<file path="config.mk">
export PLATFORM = sky130hd
export DESIGN_NAME = pds_sequencer
export DESIGN_NICKNAME = d
export VERILOG_FILES = /design/src/core/pds_pkg.sv /design/src/core/pds_step_timer.sv /design/src/core/pds_sequencer.sv
export SDC_FILE = /design/constraint.sdc
export NUM_CORES = 1
export LEC_CHECK = 0
export BUFFER_PORTS_ARGS = -buffer_cell sky130_fd_sc_hd__buf_2
export CAP_MARGIN = 40
export CELL_PAD_IN_SITES_DETAIL_PLACEMENT = 2
export CELL_PAD_IN_SITES_GLOBAL_PLACEMENT = 2
export CORE_MARGIN = 5
export CORE_UTILIZATION = 30
export CTS_BUF_LIST = sky130_fd_sc_hd__clkbuf_8
export DETAILED_ROUTE_END_ITERATION = 10
export PLACE_DENSITY_LB_ADDON = 0.08
export SYNTH_ARGS = -nofsm -noshare
export SYNTH_HDL_FRONTEND = slang
export SYNTH_SLANG_ARGS = --single-unit
</file>
<file path="constraint.sdc">
create_clock -name mclk -period 13.2 [get_ports mclk]
set_input_delay 0 -clock mclk [delete_from_list [all_inputs] [get_ports mclk]]
set_output_delay 0 -clock mclk [all_outputs]
set_load 0.01 [all_outputs]
</file>
<file path="src/core/pds_pkg.sv">
// Shared constants, types and decode functions for the regulator shutdown sequencer
package pds_pkg;
    // Regulator slots: 0 buck one, 1 buck two, 2 buck three, 3..5 linear one..three,
    // 6 memory reference
    localparam int NUM_REG = 7;
    localparam int ORDER_W = 3;
    localparam int SLOT_W = 3;

    // Register indexes; byte address is four times the index
    localparam logic [7:0] IDX_BUCK_ONE = 8'h5f;
    localparam logic [7:0] IDX_BUCK_TWO = 8'h60;
    localparam logic [7:0] IDX_BUCK_THREE = 8'h61;
    localparam logic [7:0] IDX_LINEAR_ONE = 8'h62;
    localparam logic [7:0] IDX_LINEAR_TWO = 8'h63;
    localparam logic [7:0] IDX_LINEAR_THREE = 8'h64;
    localparam logic [7:0] IDX_MEMORY_REF = 8'h65;
    localparam logic [7:0] IDX_CONTROL = 8'h70;
    localparam logic [7:0] IDX_STATUS = 8'h71;
    localparam int ADDR_W = 10;
    localparam int IDX_LSB = 2;

    // Field layout and reset values
    localparam int ORDER_LSB = 0;
    localparam logic [ORDER_W-1:0] ORDER_RESET = 3'h0;
    localparam int CTRL_SHUTDOWN_BIT = 0;
    localparam int CTRL_RESTART_BIT = 1;
    localparam int STAT_BUSY_BIT = 8;
    localparam int STAT_OFF_BIT = 9;
    localparam int STAT_LOADED_BIT = 10;

    // AXI responses
    localparam logic [1:0] RESP_OKAY = 2'h0;
    localparam logic [1:0] RESP_SLVERR = 2'h2;

    // Step spacing: least time, rounded up to whole cycles
    localparam int CLOCK_HZ = 10_000_000;
    localparam int STEP_DELAY_US = 100;
    localparam int STEP_CYCLES = (STEP_DELAY_US * CLOCK_HZ + 999_999) / 1_000_000;
    localparam int STEP_CNT_W = 10;
    localparam logic [STEP_CNT_W-1:0] STEP_LAST = 10'(STEP_CYCLES - 1);

    typedef enum logic [3:0] {
        ST_ON = 4'h1,
        ST_ALL_OFF = 4'h2,
        ST_STEP = 4'h4,
        ST_OFF = 4'h8
    } pds_state_t;

    typedef logic [NUM_REG-1:0][ORDER_W-1:0] pds_orders_t;

    // Maps a register index to {hit, slot}
    function automatic logic [SLOT_W:0] pds_slot(input logic [7:0] idx);
        case (idx)
            IDX_BUCK_ONE: pds_slot = 4'h8;
            IDX_BUCK_TWO: pds_slot = 4'h9;
            IDX_BUCK_THREE: pds_slot = 4'ha;
            IDX_LINEAR_ONE: pds_slot = 4'hb;
            IDX_LINEAR_TWO: pds_slot = 4'hc;
            IDX_LINEAR_THREE: pds_slot = 4'hd;
            IDX_MEMORY_REF: pds_slot = 4'he;
            default: pds_slot = 4'h0;
        endcase
    endfunction

    // Highest order below limit among all regulators, as {found, value}
    function automatic logic [ORDER_W:0] pds_highest_below(input pds_orders_t ord,
                                                            input logic [ORDER_W:0] limit);
        logic [ORDER_W:0] best;
        best = 4'h0;
        for (int i = 0; i < NUM_REG; i++) begin
            if ({1'b0, ord[i]} < limit && (best[ORDER_W] == 1'b0 || ord[i] > best[ORDER_W-1:0]))
                best = {1'b1, ord[i]};
        end
        pds_highest_below = best;
    endfunction
endpackage

</file>
<file path="src/core/pds_step_timer.sv">
// Step spacing timer: one-cycle tick every step period while running
`timescale 1ns/1ns
`default_nettype none
module pds_step_timer
    import pds_pkg::*;
(
    input wire logic mclk,   // System clock
    input wire logic reset,  // Async reset, active high
    input wire logic run,    // Count while high, clear when low
    output logic tick        // One-cycle pulse at end of each period
);
    logic [STEP_CNT_W-1:0] count;
    logic [STEP_CNT_W-1:0] next_count;

    // Wraps at the last count so successive steps stay evenly spaced
    always_comb begin
        if (!run || count == STEP_LAST) begin
            next_count = '0;
        end else begin
            next_count = count + 10'h001;
        end
    end

    always_ff @(posedge mclk or posedge reset) begin
        if (reset) begin
            count <= '0;
        end else begin
            count <= next_count;
        end
    end

    assign tick = run && count == STEP_LAST;
endmodule
`default_nettype wire

</file>
<file path="src/core/pds_sequencer.sv">
// Regulator shutdown sequencer with AXI4-Lite order registers
//
// The AXI4-Lite register port is this design's own decision.
`timescale 1ns/1ns
`default_nettype none
module pds_sequencer
    import pds_pkg::*;
(
    input wire logic mclk,                               // System clock, 10 MHz
    input wire logic reset,                              // Async reset, active high
    input wire logic [ADDR_W-1:0] s_axi_awaddr,          // Write address
    input wire logic s_axi_awvalid,                      // Write address valid
    output logic s_axi_awready,                          // Write address ready
    input wire logic [31:0] s_axi_wdata,                 // Write data
    input wire logic [3:0] s_axi_wstrb,                  // Write byte strobes
    input wire logic s_axi_wvalid,                       // Write data valid
    output logic s_axi_wready,                           // Write data ready
    output logic [1:0] s_axi_bresp,                      // Write response
    output logic s_axi_bvalid,                           // Write response valid
    input wire logic s_axi_bready,                       // Write response ready
    input wire logic [ADDR_W-1:0] s_axi_araddr,          // Read address
    input wire logic s_axi_arvalid,                      // Read address valid
    output logic s_axi_arready,                          // Read address ready
    output logic [31:0] s_axi_rdata,                     // Read data
    output logic [1:0] s_axi_rresp,                      // Read response
    output logic s_axi_rvalid,                           // Read data valid
    input wire logic s_axi_rready,                       // Read data ready
    input wire pds_orders_t fused_startup_order,         // One-time-programmed start-up order
    input wire pds_orders_t test_configuration_substitute, // Test substitute start-up order
    input wire logic test_select,                        // Use test substitute when high
    input wire logic shutdown_trigger,                   // Pulse: begin shutdown
    input wire logic restart,                            // Pulse: re-enable all when off
    output logic [NUM_REG-1:0] regulator_enable,         // Regulator on controls
    output logic sequencer_busy,                         // Shutdown in progress
    output logic all_off                                 // All regulators are off
);
    pds_state_t state;
    pds_state_t next_state;
    pds_orders_t order;
    pds_orders_t next_order;
    logic loaded;
    logic [ORDER_W-1:0] level;
    logic [ORDER_W-1:0] next_level;
    logic [NUM_REG-1:0] next_enable;
    logic step_tick;
    logic step_run;

    // Write and read channel state
    logic aw_held;
    logic w_held;
    logic [7:0] aw_idx;
    logic [31:0] w_data;
    logic [3:0] w_strb;
    logic next_aw_held;
    logic next_w_held;
    logic [7:0] next_aw_idx;
    logic [31:0] next_w_data;
    logic [3:0] next_w_strb;
    logic next_bvalid;
    logic [1:0] next_bresp;
    logic next_rvalid;
    logic [1:0] next_rresp;
    logic [31:0] next_rdata;

    logic do_write;
    logic [SLOT_W:0] wr_slot;
    logic [SLOT_W:0] rd_slot;
    logic sw_shutdown;
    logic sw_restart;
    logic [ORDER_W:0] top;
    logic [ORDER_W:0] below;
    logic [NUM_REG-1:0] level_match;

    pds_step_timer u_step_timer (
        .mclk(mclk),
        .reset(reset),
        .run(step_run),
        .tick(step_tick)
    );

    assign step_run = (state == ST_STEP);

    // Address and data are taken in either order; response once both are held
    assign s_axi_awready = !aw_held && !s_axi_bvalid;
    assign s_axi_wready = !w_held && !s_axi_bvalid;
    assign s_axi_arready = !s_axi_rvalid;
    assign do_write = aw_held && w_held && !s_axi_bvalid;
    assign wr_slot = pds_slot(aw_idx);
    assign rd_slot = pds_slot(s_axi_araddr[IDX_LSB +: 8]);
    assign sw_shutdown = do_write && aw_idx == IDX_CONTROL && w_strb[0]
                         && w_data[CTRL_SHUTDOWN_BIT];
    assign sw_restart = do_write && aw_idx == IDX_CONTROL && w_strb[0]
                        && w_data[CTRL_RESTART_BIT];

    // Bus channel next values
    always_comb begin
        next_aw_held = aw_held;
        next_aw_idx = aw_idx;
        next_w_held = w_held;
        next_w_data = w_data;
        next_w_strb = w_strb;
        next_bvalid = s_axi_bvalid;
        next_bresp = s_axi_bresp;
        if (s_axi_awvalid && s_axi_awready) begin
            next_aw_held = 1'b1;
            next_aw_idx = s_axi_awaddr[IDX_LSB +: 8];
        end
        if (s_axi_wvalid && s_axi_wready) begin
            next_w_held = 1'b1;
            next_w_data = s_axi_wdata;
            next_w_strb = s_axi_wstrb;
        end
        if (do_write) begin
            next_aw_held = 1'b0;
            next_w_held = 1'b0;
            next_bvalid = 1'b1;
            // Status is read-only and unmapped indexes answer with an error
            if (wr_slot[SLOT_W] || aw_idx == IDX_CONTROL) begin
                next_bresp = RESP_OKAY;
            end else begin
                next_bresp = RESP_SLVERR;
            end
        end else if (s_axi_bvalid && s_axi_bready) begin
            next_bvalid = 1'b0;
        end
        next_rvalid = s_axi_rvalid;
        next_rresp = s_axi_rresp;
        next_rdata = s_axi_rdata;
        if (s_axi_arvalid && s_axi_arready) begin
            next_rvalid = 1'b1;
            next_rresp = RESP_OKAY;
            next_rdata = '0;
            if (rd_slot[SLOT_W]) begin
                next_rdata[ORDER_LSB +: ORDER_W] = order[rd_slot[SLOT_W-1:0]];
            end else if (s_axi_araddr[IDX_LSB +: 8] == IDX_STATUS) begin
                next_rdata[NUM_REG-1:0] = regulator_enable;
                next_rdata[STAT_BUSY_BIT] = sequencer_busy;
                next_rdata[STAT_OFF_BIT] = all_off;
                next_rdata[STAT_LOADED_BIT] = loaded;
            end else if (s_axi_araddr[IDX_LSB +: 8] != IDX_CONTROL) begin
                next_rresp = RESP_SLVERR;
            end
        end else if (s_axi_rvalid && s_axi_rready) begin
            next_rvalid = 1'b0;
        end
    end

    always_ff @(posedge mclk or posedge reset) begin
        if (reset) begin
            aw_held <= 1'b0;
            aw_idx <= 8'h00;
            w_held <= 1'b0;
            w_data <= 32'h0000_0000;
            w_strb <= 4'h0;
            s_axi_bvalid <= 1'b0;
            s_axi_bresp <= RESP_OKAY;
            s_axi_rvalid <= 1'b0;
            s_axi_rresp <= RESP_OKAY;
            s_axi_rdata <= 32'h0000_0000;
        end else begin
            aw_held <= next_aw_held;
            aw_idx <= next_aw_idx;
            w_held <= next_w_held;
            w_data <= next_w_data;
            w_strb <= next_w_strb;
            s_axi_bvalid <= next_bvalid;
            s_axi_bresp <= next_bresp;
            s_axi_rvalid <= next_rvalid;
            s_axi_rresp <= next_rresp;
            s_axi_rdata <= next_rdata;
        end
    end

    // Order fields: fused values, or the test substitute when test_select is high, are copied in the first cycle after reset release,
    // since an async reset may only load a constant
    always_comb begin
        next_order = order;
        if (!loaded) begin
            next_order = test_select ? test_configuration_substitute
                                     : fused_startup_order;
        end else if (do_write && wr_slot[SLOT_W] && w_strb[0] && state == ST_ON) begin
            // Writes outside the on state are acknowledged but dropped
            next_order[wr_slot[SLOT_W-1:0]] = w_data[ORDER_LSB +: ORDER_W];
        end
    end

    always_ff @(posedge mclk or posedge reset) begin
        if (reset) begin
            order <= {NUM_REG{ORDER_RESET}};
            loaded <= 1'b0;
        end else begin
            order <= next_order;
            loaded <= 1'b1;
        end
    end

    // Regulators that belong to the current step
    generate
        for (genvar g = 0; g < NUM_REG; g++) begin : g_match
            assign level_match[g] = (order[g] == next_level);
        end
    endgenerate

    assign top = pds_highest_below(order, 4'h8);
    assign below = pds_highest_below(order, {1'b0, level});

    // Sequencer next values; orders are frozen while it runs, so the step
    // plan cannot shift under it
    always_comb begin
        next_state = state;
        next_level = level;
        next_enable = regulator_enable;
        case (state)
            ST_ON: begin
                if (loaded && (shutdown_trigger || sw_shutdown)) begin
                    if (top[ORDER_W-1:0] == ORDER_RESET) begin
                        next_state = ST_ALL_OFF;
                    end else begin
                        next_state = ST_STEP;
                        next_level = top[ORDER_W-1:0];
                    end
                end
            end
            ST_ALL_OFF: begin
                next_enable = '0;
                next_state = ST_OFF;
            end
            ST_STEP: begin
                if (step_tick) begin
                    if (below[ORDER_W]) begin
                        next_level = below[ORDER_W-1:0];
                    end else begin
                        next_state = ST_OFF;
                    end
                end
            end
            ST_OFF: begin
                if (restart || sw_restart) begin
                    next_state = ST_ON;
                end
            end
            default: begin
                next_state = ST_OFF;
                next_enable = '0;
            end
        endcase
        if (next_state == ST_STEP) begin
            next_enable = regulator_enable & ~level_match;
        end else if (next_state == ST_ON) begin
            next_enable = '1;
        end
    end

    always_ff @(posedge mclk or posedge reset) begin
        if (reset) begin
            state <= ST_ON;
            level <= ORDER_RESET;
            regulator_enable <= '1;
        end else begin
            state <= next_state;
            level <= next_level;
            regulator_enable <= next_enable;
        end
    end

    assign sequencer_busy = (state == ST_STEP) || (state == ST_ALL_OFF);
    assign all_off = (state == ST_OFF);
endmodule
`default_nettype wire

</file>
Word level (Yosys, flattened, before mapping)
Cells that the tools add are included.
Operators by class
  muxes and demuxes: 55
  order comparisons: 22
  $add $sub $neg: 1
  reductions and logical operators: 52
  bitwise gates (word level): 13
  eq/ne operators: 33
Operator list (count)
  $eq A8 B7 Y1 const B: 16
  $mux W4: 16
  $mux W21: 3
  $pmux W4 S7: 2
  $gt A3 B3 Y1: 12
  $mux W3: 12
  $mux W7: 4
  $logic_and A1 B1 Y1: 25
  $bwmux W21: 1
  $eq A3 B3 Y1: 7
  $lt A3 B3 Y1: 7
  $logic_or A1 B1 Y1: 16
  $pmux W4 S3: 1
  $add A10 B1 Y10 const B: 1
  $eq A10 B10 Y1 const B: 1
  $mux W10: 1
  $not A1 Y1: 10
  $bmux W3 S3: 1
  $demux W3 S3: 1
  $eq A4 B1 Y1 const B: 2
  $eq A4 B3 Y1 const B: 2
  $lt A3 B4 Y1 const B: 2
  $mux W1: 8
  $mux W2: 4
  other kinds (14): 21
Word-level totals
  register bits: 76
  input port bits: 108

Depth between registers and ports, before layout
Gate-level depths: netlist of run 1.
  word-level depth: 33
  depth in mapped cells: 49

By module
Synthesis of run 1 repeated with hierarchy kept, for this count alone.
Second synthesis, totals
  cells, all modules: 716
  area, all modules: 6302.3 sq um
Modules (own cells, without submodules)
  pds_sequencer: cells each 662, area each 5766.8 sq um, times used 1, seq. area each 1611.5 sq um
  pds_step_timer: cells each 54, area each 535.5 sq um, times used 1, seq. area each 250.2 sq um

Worst setup path after synthesis of run 1
OpenSTA, ideal clock, no wires.
  kind: register to register
  start point: reg level[2]
  end point: reg regulator_enable[1]
  arrival time: 9211 ps
  path buffers: 1
  stages on the path, launching flop included: 46
  slack: 3898 ps
  period minus slack after synthesis: 9302 ps
  cells stage by stage: dfrtp_1 -> inv_1 -> ha_1 -> a21o_1 -> a31oi_4 -> nand2_1 -> ha_1 -> a211oi_1 -> o21ai_0 -> a32oi_1 -> ha_1 -> nand3_1 -> o21ai_0 -> o22a_1 -> or2_2 -> a21oi_1 -> inv_1 -> ha_1 -> (+10 left out) -> mux2i_1 -> a31oi_1 -> ha_1 -> o21a_1 -> o211a_1 -> a31oi_2 -> mux2_2 -> ha_1 -> nor2b_1 -> o21ai_0 -> a32oi_1 -> and2_1 -> nor4b_1 -> or3_1 -> buf_2 -> or3_1 -> a221oi_1 -> a31oi_1
On the way
  cells in the longest elaborated chain, start to end: 33
  elaborated cells on any way between the ends: 54
  those cells by class: order compare: 13; eq/ne: 4; mux: 17; bitwise: 8; reduce/logical: 12
Ends and longest elaborated chain
  start, declared: RTL line pds_sequencer.sv:42  | logic [ORDER_W-1:0] level;
  start signal, assigned: RTL line pds_sequencer.sv:261  | level <= next_level;
  $lt A3 B3 Y1: RTL line pds_pkg.sv:71  | if ({1'b0, ord[i]} < limit && (best[ORDER_W] == 1'b0 || ord[i] > best[ORDER_W-1:0]))
  $mux W4: RTL line pds_pkg.sv:71
  $gt A3 B3 Y1 / $not A1 Y1 (equally long branches): RTL line pds_pkg.sv:71
  $logic_or A1 B1 Y1: RTL line pds_pkg.sv:71
  $logic_and A1 B1 Y1: RTL line pds_pkg.sv:71
  $mux W4: RTL line pds_pkg.sv:71
  $gt A3 B3 Y1 / $not A1 Y1 (equally long branches): RTL line pds_pkg.sv:71
  $logic_or A1 B1 Y1: RTL line pds_pkg.sv:71
  (+17 left out)
  $mux W4: RTL line pds_pkg.sv:71
  $mux W3: RTL line pds_sequencer.sv:230  | if (below[ORDER_W]) begin
  $mux W3: RTL line pds_sequencer.sv:229  | if (step_tick) begin
  $pmux W3 S2: RTL line pds_sequencer.sv:213  | case (state)
  $eq A3 B3 Y1: RTL line pds_sequencer.sv:200  | assign level_match[g] = (order[g] == next_level);
  $not A7 Y7: RTL line pds_sequencer.sv:248  | next_enable = regulator_enable & ~level_match;
  $and A7 B7 Y7: RTL line pds_sequencer.sv:248
  $mux W7: RTL line pds_sequencer.sv:247  | if (next_state == ST_STEP) begin
  end signal, assigned: RTL line pds_sequencer.sv:262  | regulator_enable <= next_enable;
  end, declared: RTL line pds_sequencer.sv:33  | output logic [NUM_REG-1:0] regulator_enable,
Parallel ways exist; a longest one is shown, timed or not.
A chain may end at the register's enable or synchronous reset.

Worst setup path after layout of run 1
  start point: reg level[2]
  end point: reg regulator_enable[4]
On the way
  cells in the longest elaborated chain, start to end: 33
  elaborated cells on any way between the ends: 54
  those cells by class: order compare: 13; eq/ne: 4; mux: 17; bitwise: 8; reduce/logical: 12
Ends and longest elaborated chain
  $lt A3 B3 Y1: RTL line pds_pkg.sv:71
  $mux W4: RTL line pds_pkg.sv:71
  $gt A3 B3 Y1 / $not A1 Y1 (equally long branches): RTL line pds_pkg.sv:71
  $logic_or A1 B1 Y1: RTL line pds_pkg.sv:71
  $logic_and A1 B1 Y1: RTL line pds_pkg.sv:71
  $mux W4: RTL line pds_pkg.sv:71
  $gt A3 B3 Y1 / $not A1 Y1 (equally long branches): RTL line pds_pkg.sv:71
  $logic_or A1 B1 Y1: RTL line pds_pkg.sv:71
  (+18 left out)
  $mux W3 (*): RTL line pds_sequencer.sv:230
  $mux W3 (*): RTL line pds_sequencer.sv:229
  $pmux W3 S2 (*): RTL line pds_sequencer.sv:213
  net next_level[0]: RTL line pds_sequencer.sv:43  | logic [ORDER_W-1:0] next_level;
  $eq A3 B3 Y1 (*): RTL line pds_sequencer.sv:200
  $not A7 Y7 (*): RTL line pds_sequencer.sv:248
  $and A7 B7 Y7 (*): RTL line pds_sequencer.sv:248
  $mux W7 (*): RTL line pds_sequencer.sv:247
Mark *: on every way through the listed nets, which the timed path passes. The rest lies on a longest branch.

==> reports/results.ini, run 1 <==
[run_status]
status = completed

[global_route]
grt_usage_pct = 20.3
gr-max-usage-layer = met2
grt_pass1_wl_mm = 39.1
grt_pass1_vias = 6925
grt_remaining_overflow = 0
use_met2_pct = 37.0
grt_max_degree = 45
antenna_found_initial = 0
grt.met3_usage_pct = 2.58
met1_usage_pct = 25.8

[job]
cap_violations = 0

[layout]
fillCellCount = 2363
nNetsFinal = 1015
regArea_um2 = 1860
multi_input_area_um2 = 4200
drive_gt1_share_pct = 20.4
num_antenna_cells = 0
synthToLayoutAreaGrowth_pct = 20.0

[clock_tree]
cts_resized = 0
cts_buffers = 9
htree_levels = 3
cts_sinks = 74
cts_tree = yes
clk_pin_slew_ns = 0.08
clock_path_buffers = 2
clk_latency_ns = 0.36
clock-root-buffer = clkbuf_8

[drt]
vias = 6151
drc_errors = 0
ant_nets = 0
via_per_inst = 5.41
wire_per_inst_um = 21.4
wl_mm = 24.3
drtIter0Drc = 236
dr.pass1.iters = 4

[synthesis]
synthDistinctLibCells = 73
synth-compound-area-share_pct = 21.8
ys.flop_type = dfrtp_1
synth_top_family_by_area = compound AO/OA/AOI/OAI gates
netlist_area_um2 = 6400
synth_area_leader_cell = dfrtp_1
synth_xor_xnor_area_share_pct = 2.60
synth_top_area_share_pct = 25.8
synth-seq-cells = 74
ys_seq_area_share_pct = 29.1
synth-simple-area-share_pct = 20.9
synthAdderAreaFrac_pct = 10.1
synth.top_cells.by_area = dfrtp_1 (26%), ha_1 (10%), mux2i_1 (4.8%)
syn_inst = 731
postSynthAreaPerCell_um2 = 8.76
synth-edff-count = 0
muxShareOfSynthArea_pct = 8.72
yosys_warnings = 0
async_flop_share_pct = 100

[power_and_ir_drop]
powerDensity_nw_per_um2 = 258
internal-power_mw = 0.966
p_sw_mw = 1.02
pwr-share-seq_pct = 19.0
p_leak_nw = 3.39
p_comb_share_pct = 70.9
vdd_ir_drop_max_v = 0.0000936
clkPwrFrac_pct = 10.0
swShare_pct = 51.3

[placement]
io_buffers = 97
pre_cts_ws_ns = 1.82
place.detailed.hpwl_mm = 18.7
gp_congestion = 0.873

[sta]
timing.final.ws_setup_ns = 1.73
fin_worst_skew_ns = 0.00776
slew_headroom_pct = 45.6
rsz0062_at_grt = false
setup_viol_count_final = 0
fmaxAchievable_mhz = 87.2
tightest_slew_ns = 0.809
period_share_pct = 86.9
hold_viol_final = 0
finalMaxSlewViolations = 0
fin_setup_tns_ns = 0
period_needed_ns = 11.47

[worst_setup_path]
cp.buffers_inverters = 3
slowest_delay_ns = 0.53
startpoint_type = flop
crit_fanout = 9
r2r_start = level[2]
arrival_ns = 11.74
crit_top_cell = ha_1
cp_top_family = compound AO/OA/AOI/OAI gates
cp_slowest_cell = a31oi_1
worst_setup_path_end_kind = flop
crit_path_start = level[2]
criticalPathCategory = flop to flop
cp.required_ns = 13.47

[floorplan]
fp.dieH_um = 156
io_pins = 158
dieArea_um2 = 24400
num_rows = 53
core_area_um2 = 21000
die_x_um = 156
initial_core_util_pct = 30.5

[worst_hold_path]
hp-start = s_axi_awvalid
hold_class = input port to flop

-- per-stage QoR --
stage | total power [mW] | utilization (%) | instances | cell area, um^2 | hold WS, ns
finish | 1.98 | 36.5 | 1136 | 7680 | 0.0211
global placement | 1.67 | 33.6 | 1082 | 7070 | 0.187
detailed placement | 1.77 | 33.7 | 1083 | 7090 | 0.128
global route | 2.17 | 36.5 | 1136 | 7680 | 0.0502
CTS | 1.99 | 36.5 | 1136 | 7680 | 0.0134
floorplan | 1.37 | - | 754 | 6490 | 0.0964
-- Yosys cell counts (all sizes together) (8+ instances only) --
library cell / instances
clkbuf: 24
nand3: 20
nor2: 47
xnor2: 17
and3: 8
mux2i: 31
a21oi: 52
a221oi: 8
nor2b: 36
nand2: 53
a31oi: 12
or3: 8
nor3: 12
ha: 51
dfstp: 8
a211oi: 30
inv: 33
mux2: 16
buf: 28
dfrtp: 66
a21o: 8
o21ai: 52
nand3b: 10
-- power groups by stage --
stage               registers (mW)  logic, mW  clock network [mW]
floorplan                    0.338       1.04                   0
finish                       0.377       1.41               0.199
CTS                          0.378       1.41               0.205
global route                 0.387       1.57               0.216
global placement             0.377       1.29                   0
detailed placement           0.381       1.39                   0
-- placed cells by master, fill, tap and decap left out, types with 5 or more instances in the layout --
master,count
a211oi_1,28
a21o_1,8
a21oi_1,52
a221oi_1,7
a31oi_1,9
a32oi_1,5
and2_1,5
and3_1,8
buf_2,97
buf_4,8
clkbuf_8,9
conb_1,25
dfrtp_1,66
dfstp_2,8
dlygate4sd3_1,37
ha_1,51
inv_1,32
mux2_2,16
mux2i_1,31
nand2_1,53
nand2b_1,5
nand3_1,20
nand3b_1,10
nand4_1,6
nor2_1,47
nor2b_1,36
nor3_1,12
nor3b_1,6
o21a_1,5
o21ai_0,46
or2_2,6
or3_1,8
xnor2_1,17
-- worst paths after layout --
kind,end,slack [ns],cells past startpoint
worst max-delay path,regulator_enable[4],1.73,46
worst min-delay path,aw_held,0.02,3
worst max register to register,regulator_enable[4],1.73,46
worst min register to register,u_step_timer.count[0],0.48,1
max in group asynchronous,level[2],12.34,5
min in group asynchronous,u_step_timer.count[4],0.28,4
-- timing repair --
item	4_1_cts	5_1_grt
hold buffers	37	0
hold endpoints to repair	60	0
setup buffers	0	0
-- final cells by class --
type                    count  share of cell area [%]
clock buffers               9                    1.61
clock inverters             7                    1.22
inverters                  33                    1.61
multi-input cells         595                    54.6
flip-flops and latches     74                    24.2
well taps                 275                    4.48
repair buffers            143                    12.2
-- cell families after synthesis --
family	after synthesis
AND/OR/NAND/NOR	244
AO/OA/AOI/OAI	205
buffers and inverters	85
flip-flops	74
adder cells (fa/ha/maj)	52
multiplexers	50
XOR/XNOR	19
other	2
-- worst register-to-register path: cells and delay by family (launching register included) --
kind	cells	cell delay (ns)
fa+ha+maj	7	2.06
flops	1	0.40
xor+xnor	1	0.17
compound gates	25	6.52
buf+inv	3	0.46
mux	1	0.39
simple gates	9	1.40
-- sequential cells by signal, summed over array words and instances, names as in the netlist --
name                count
s_axi_bresp             1
aw_held                 1
loaded                  1
aw_idx                  8
w_held                  1
w_data                  3
s_axi_rdata            10
u_step_timer.count     10
s_axi_rvalid            1
level                   3
s_axi_bvalid            1
order                  21
regulator_enable        7
w_strb                  1
s_axi_rresp             1
state                   4
-- per-layer routing --
layer,vias up,wire length (um)
li1,2901,-
met1,3093,10800
met2,135,12400
met3,22,814
met4,0,326
met5,-,0
(Power assumes the default switching activity.)
==> run 2, diff against run 1 <==
--- a/config.mk
+++ b/config.mk
@@ -5,6 +5,7 @@
 export SDC_FILE = /design/constraint.sdc
 export NUM_CORES = 1
 export LEC_CHECK = 0
+export ABC_AREA = 1
 export BUFFER_PORTS_ARGS = -buffer_cell sky130_fd_sc_hd__buf_2
 export CAP_MARGIN = 40
 export CELL_PAD_IN_SITES_DETAIL_PLACEMENT = 2
==> reports/results.ini, run 2 <==
[run_status]
status = completed

[clock_tree]
htree_levels = 3  ; unchanged
clock_path_buffers = 2  ; unchanged
cts_tree = yes
cts_sinks = 74  ; unchanged
clk_pin_slew_ns = 0.08  ; about the same
cts_resized = 0  ; unchanged
clock-root-buffer = clkbuf_8
clk_latency_ns = 0.38  ; +0.02 ns
cts_buffers = 9  ; unchanged

[synthesis]
async_flop_share_pct = 100  ; unchanged
muxShareOfSynthArea_pct = 1.22  ; -7.5 points
yosysMostFrequentCell = nand2_1
synth-edff-count = 0  ; unchanged
synthDistinctLibCells = 53  ; -27%
netlist_area_um2 = 6480  ; +1.3%
yosys_warnings = 0  ; unchanged
yosys-top-cells-count = nand2_1 (199), inv_1 (98), nand3_1 (98), nor2_1 (80), dfrtp_1 (66)
synth-seq-cells = 74  ; unchanged
synth-simple-area-share_pct = 35.8  ; +15 points
synthAdderAreaFrac_pct = 9.84  ; -0.29 points
postSynthAreaPerCell_um2 = 7.25  ; -17%
ys.flop_type = dfrtp_1
synth.top_cells.by_area = dfrtp_1 (25%), nand2_1 (12%), ha_1 (9.8%)
synth_top_area_share_pct = 25.5  ; -0.33 points
syn_inst = 894  ; +22%
synth_xor_xnor_area_share_pct = 0.135  ; -2.5 points
synth_top_family_by_area = simple AND/OR/NAND/NOR gates
ys_seq_area_share_pct = 28.7  ; -0.38 points
synth-compound-area-share_pct = 13.9  ; -7.9 points
synth_area_leader_cell = dfrtp_1

[sta]
fin_setup_tns_ns = 0  ; unchanged
rsz0062_at_grt = false
fin_worst_skew_ns = 0.0151  ; +0.00737 ns
fmaxAchievable_mhz = 110  ; +26%
setup_viol_count_final = 0  ; unchanged
hold_viol_final = 0  ; unchanged
period_share_pct = 68.9  ; -18 points
finalMaxSlewViolations = 0  ; unchanged
period_needed_ns = 9.09  ; -2.38 ns
slew_headroom_pct = 40.7  ; -4.9 points
tightest_slew_ns = 0.881  ; +0.0715 ns

[global_route]
grt_max_degree = 40  ; -11%
antenna_found_initial = 0  ; unchanged
grt_remaining_overflow = 0  ; unchanged
grt_usage_pct = 19.8  ; -0.43 points
grt_pass1_vias = 7344  ; +6.1%
grt_pass1_wl_mm = 38.8  ; -0.71%

[worst_setup_path]
arrival_ns = 9.40  ; -2.34 ns
criticalPathCategory = flop to flop
slowest_delay_ns = 0.39  ; -0.14 ns
cp_top_family = simple AND/OR/NAND/NOR gates
r2r_start = level[2]
startpoint_type = flop
cp.buffers_inverters = 6  ; +3
cp_slowest_cell = dfrtp_1
crit_path_start = level[2]
crit_fanout = 8  ; -1
worst_setup_path_end_kind = flop
cp.required_ns = 13.50  ; +0.03 ns
crit_top_cell = nand2_1

[placement]
place.detailed.hpwl_mm = 19.0  ; +1.6%
gp_congestion = 0.866  ; -0.88%
place_area_um2 = 7210  ; +1.7%
io_buffers = 97  ; unchanged

[drt]
via_per_inst = 4.98  ; -8.0%
vias = 6569  ; +6.8%
dr.pass1.iters = 4  ; unchanged
wl_mm = 23.8  ; -2.0%
drtIter0Drc = 235  ; -0.42%
ant_nets = 0  ; unchanged
wire_per_inst_um = 18.1  ; -16%
drc_errors = 0  ; unchanged

[layout]
layout_commonest_cell = nand2_1
top_regs = order: 21 flops, s_axi_rdata: 10 flops, u_step_timer.count: 10 flops
synthToLayoutAreaGrowth_pct = 21.1
num_antenna_cells = 0  ; unchanged
top_register = order
final_cell_mix = nand2_1 (199), nand3_1 (98), inv_1 (97), buf_2 (97), nor2_1 (80)
design_area_um2 = 7860  ; +2.3%
drive_gt1_share_pct = 21.1  ; +0.65 points
largest_reg_flops = 21  ; unchanged
nNetsFinal = 1197  ; +18%
fillCellCount = 2534  ; +7.2%

[power_and_ir_drop]
p_leak_nw = 3.93  ; +16%
vdd_ir_drop_max_v = 0.000114  ; +22%
powerDensity_nw_per_um2 = 293  ; +14%

[floorplan]
num_rows = 53  ; unchanged
die_x_um = 157  ; +0.61%
core_area_um2 = 21200  ; +0.63%
initial_core_util_pct = 30.7  ; +0.21 points
fp.dieH_um = 157  ; +0.61%
io_pins = 158  ; unchanged
dieArea_um2 = 24700  ; +1.2%

[job]
cap_violations = 0  ; unchanged

[worst_hold_path]
hp-start = fused_startup_order[9]
hold_class = input port to flop

run 2: cell types whose count changed after synthesis, moves of 18 or more:
cell      previous run  this run
a21oi_1             52        22
nand2_1             53       199
nor2b_1             36         0
nand3_1             20        98
nor2_1              47        80
a211oi_1            28         2
inv_2                0        19
inv_1               33        98
clkbuf_1            24         6
mux2i_1             31         0
o221ai_1             0        21
run 2: worst paths after layout:
kind                                         end  slack (ns)  cells after the start
max                          regulator_enable[1]        4.11                     63
min                                     order[9]        0.02                      3
max reg2reg                  regulator_enable[1]        4.11                     63
min reg2reg                u_step_timer.count[0]        0.47                      1
max in group asynchronous    regulator_enable[3]       12.25                      5
min in group asynchronous                aw_held        0.28                      4
run 2: power breakdown:
group	switching (mW)	internal, mW
registers	0.0677	0.292
clock network	0.0916	0.0966
logic	1.13	0.627
run 2: kinds of logic after synthesis:
logic type / count (synthesis)
compound gates: 135
other cells: 2
flops: 74
fa+ha+maj: 51
buf+inv: 153
simple gates: 471
xor+xnor: 1
mux: 7
run 2: layout make-up:
cell class / count / area [um^2] / share of cell area [%]
repair buffers: 143 / 953 / 12.1
flip-flops and latches: 74 / 1860 / 23.7
inverters: 120 / 452 / 5.75
multi-input cells: 690 / 4040 / 51.4
well taps: 275 / 344 / 4.38
clock inverters: 5 / 52.6 / 0.669
clock buffers: 11 / 151 / 1.93
run 2: per-stage QoR:
stage | utilization [%] | setup WS [ns] | power, mW | instances | hold slack [ns]
after floorplan | - | 5.55 | 1.68 | 917 | 0.0964
after global placement | 34.0 | 4.27 | 2.07 | 1257 | 0.179
after detailed placement | 34.1 | 4.00 | 2.13 | 1258 | 0.159
after CTS | 37.1 | 3.97 | 2.34 | 1318 | 0.00140
after global routing | 37.1 | 3.06 | 2.58 | 1318 | 0.0411
final | 37.1 | 4.11 | 2.31 | 1318 | 0.0237
run 2: timing repair:
| item | CTS | global route |
|---|---|---|
| endpoints found under the setup margin | 0 | 0 |
| endpoints found under the hold margin | 73 | 0 |
| buffers inserted | 0 | 0 |
| hold buffers | 44 | 0 |
run 2: metal layers:
layer	wire length, um	global-route usage, %	part of all wire [%]	vias to the layer above
met5	0	0	0	-
met1	11500	26.5	48	3186
li1	-	-	-	3253
met3	736	2.64	3.1	17
met2	11300	34.5	48	113
met4	294	3.93	1.2	0
run 2: tightest hold or removal path, stage by stage:
cell	delay [ns]
buf_2	0.08
o21ai_0	0.09
o221ai_1	0.18
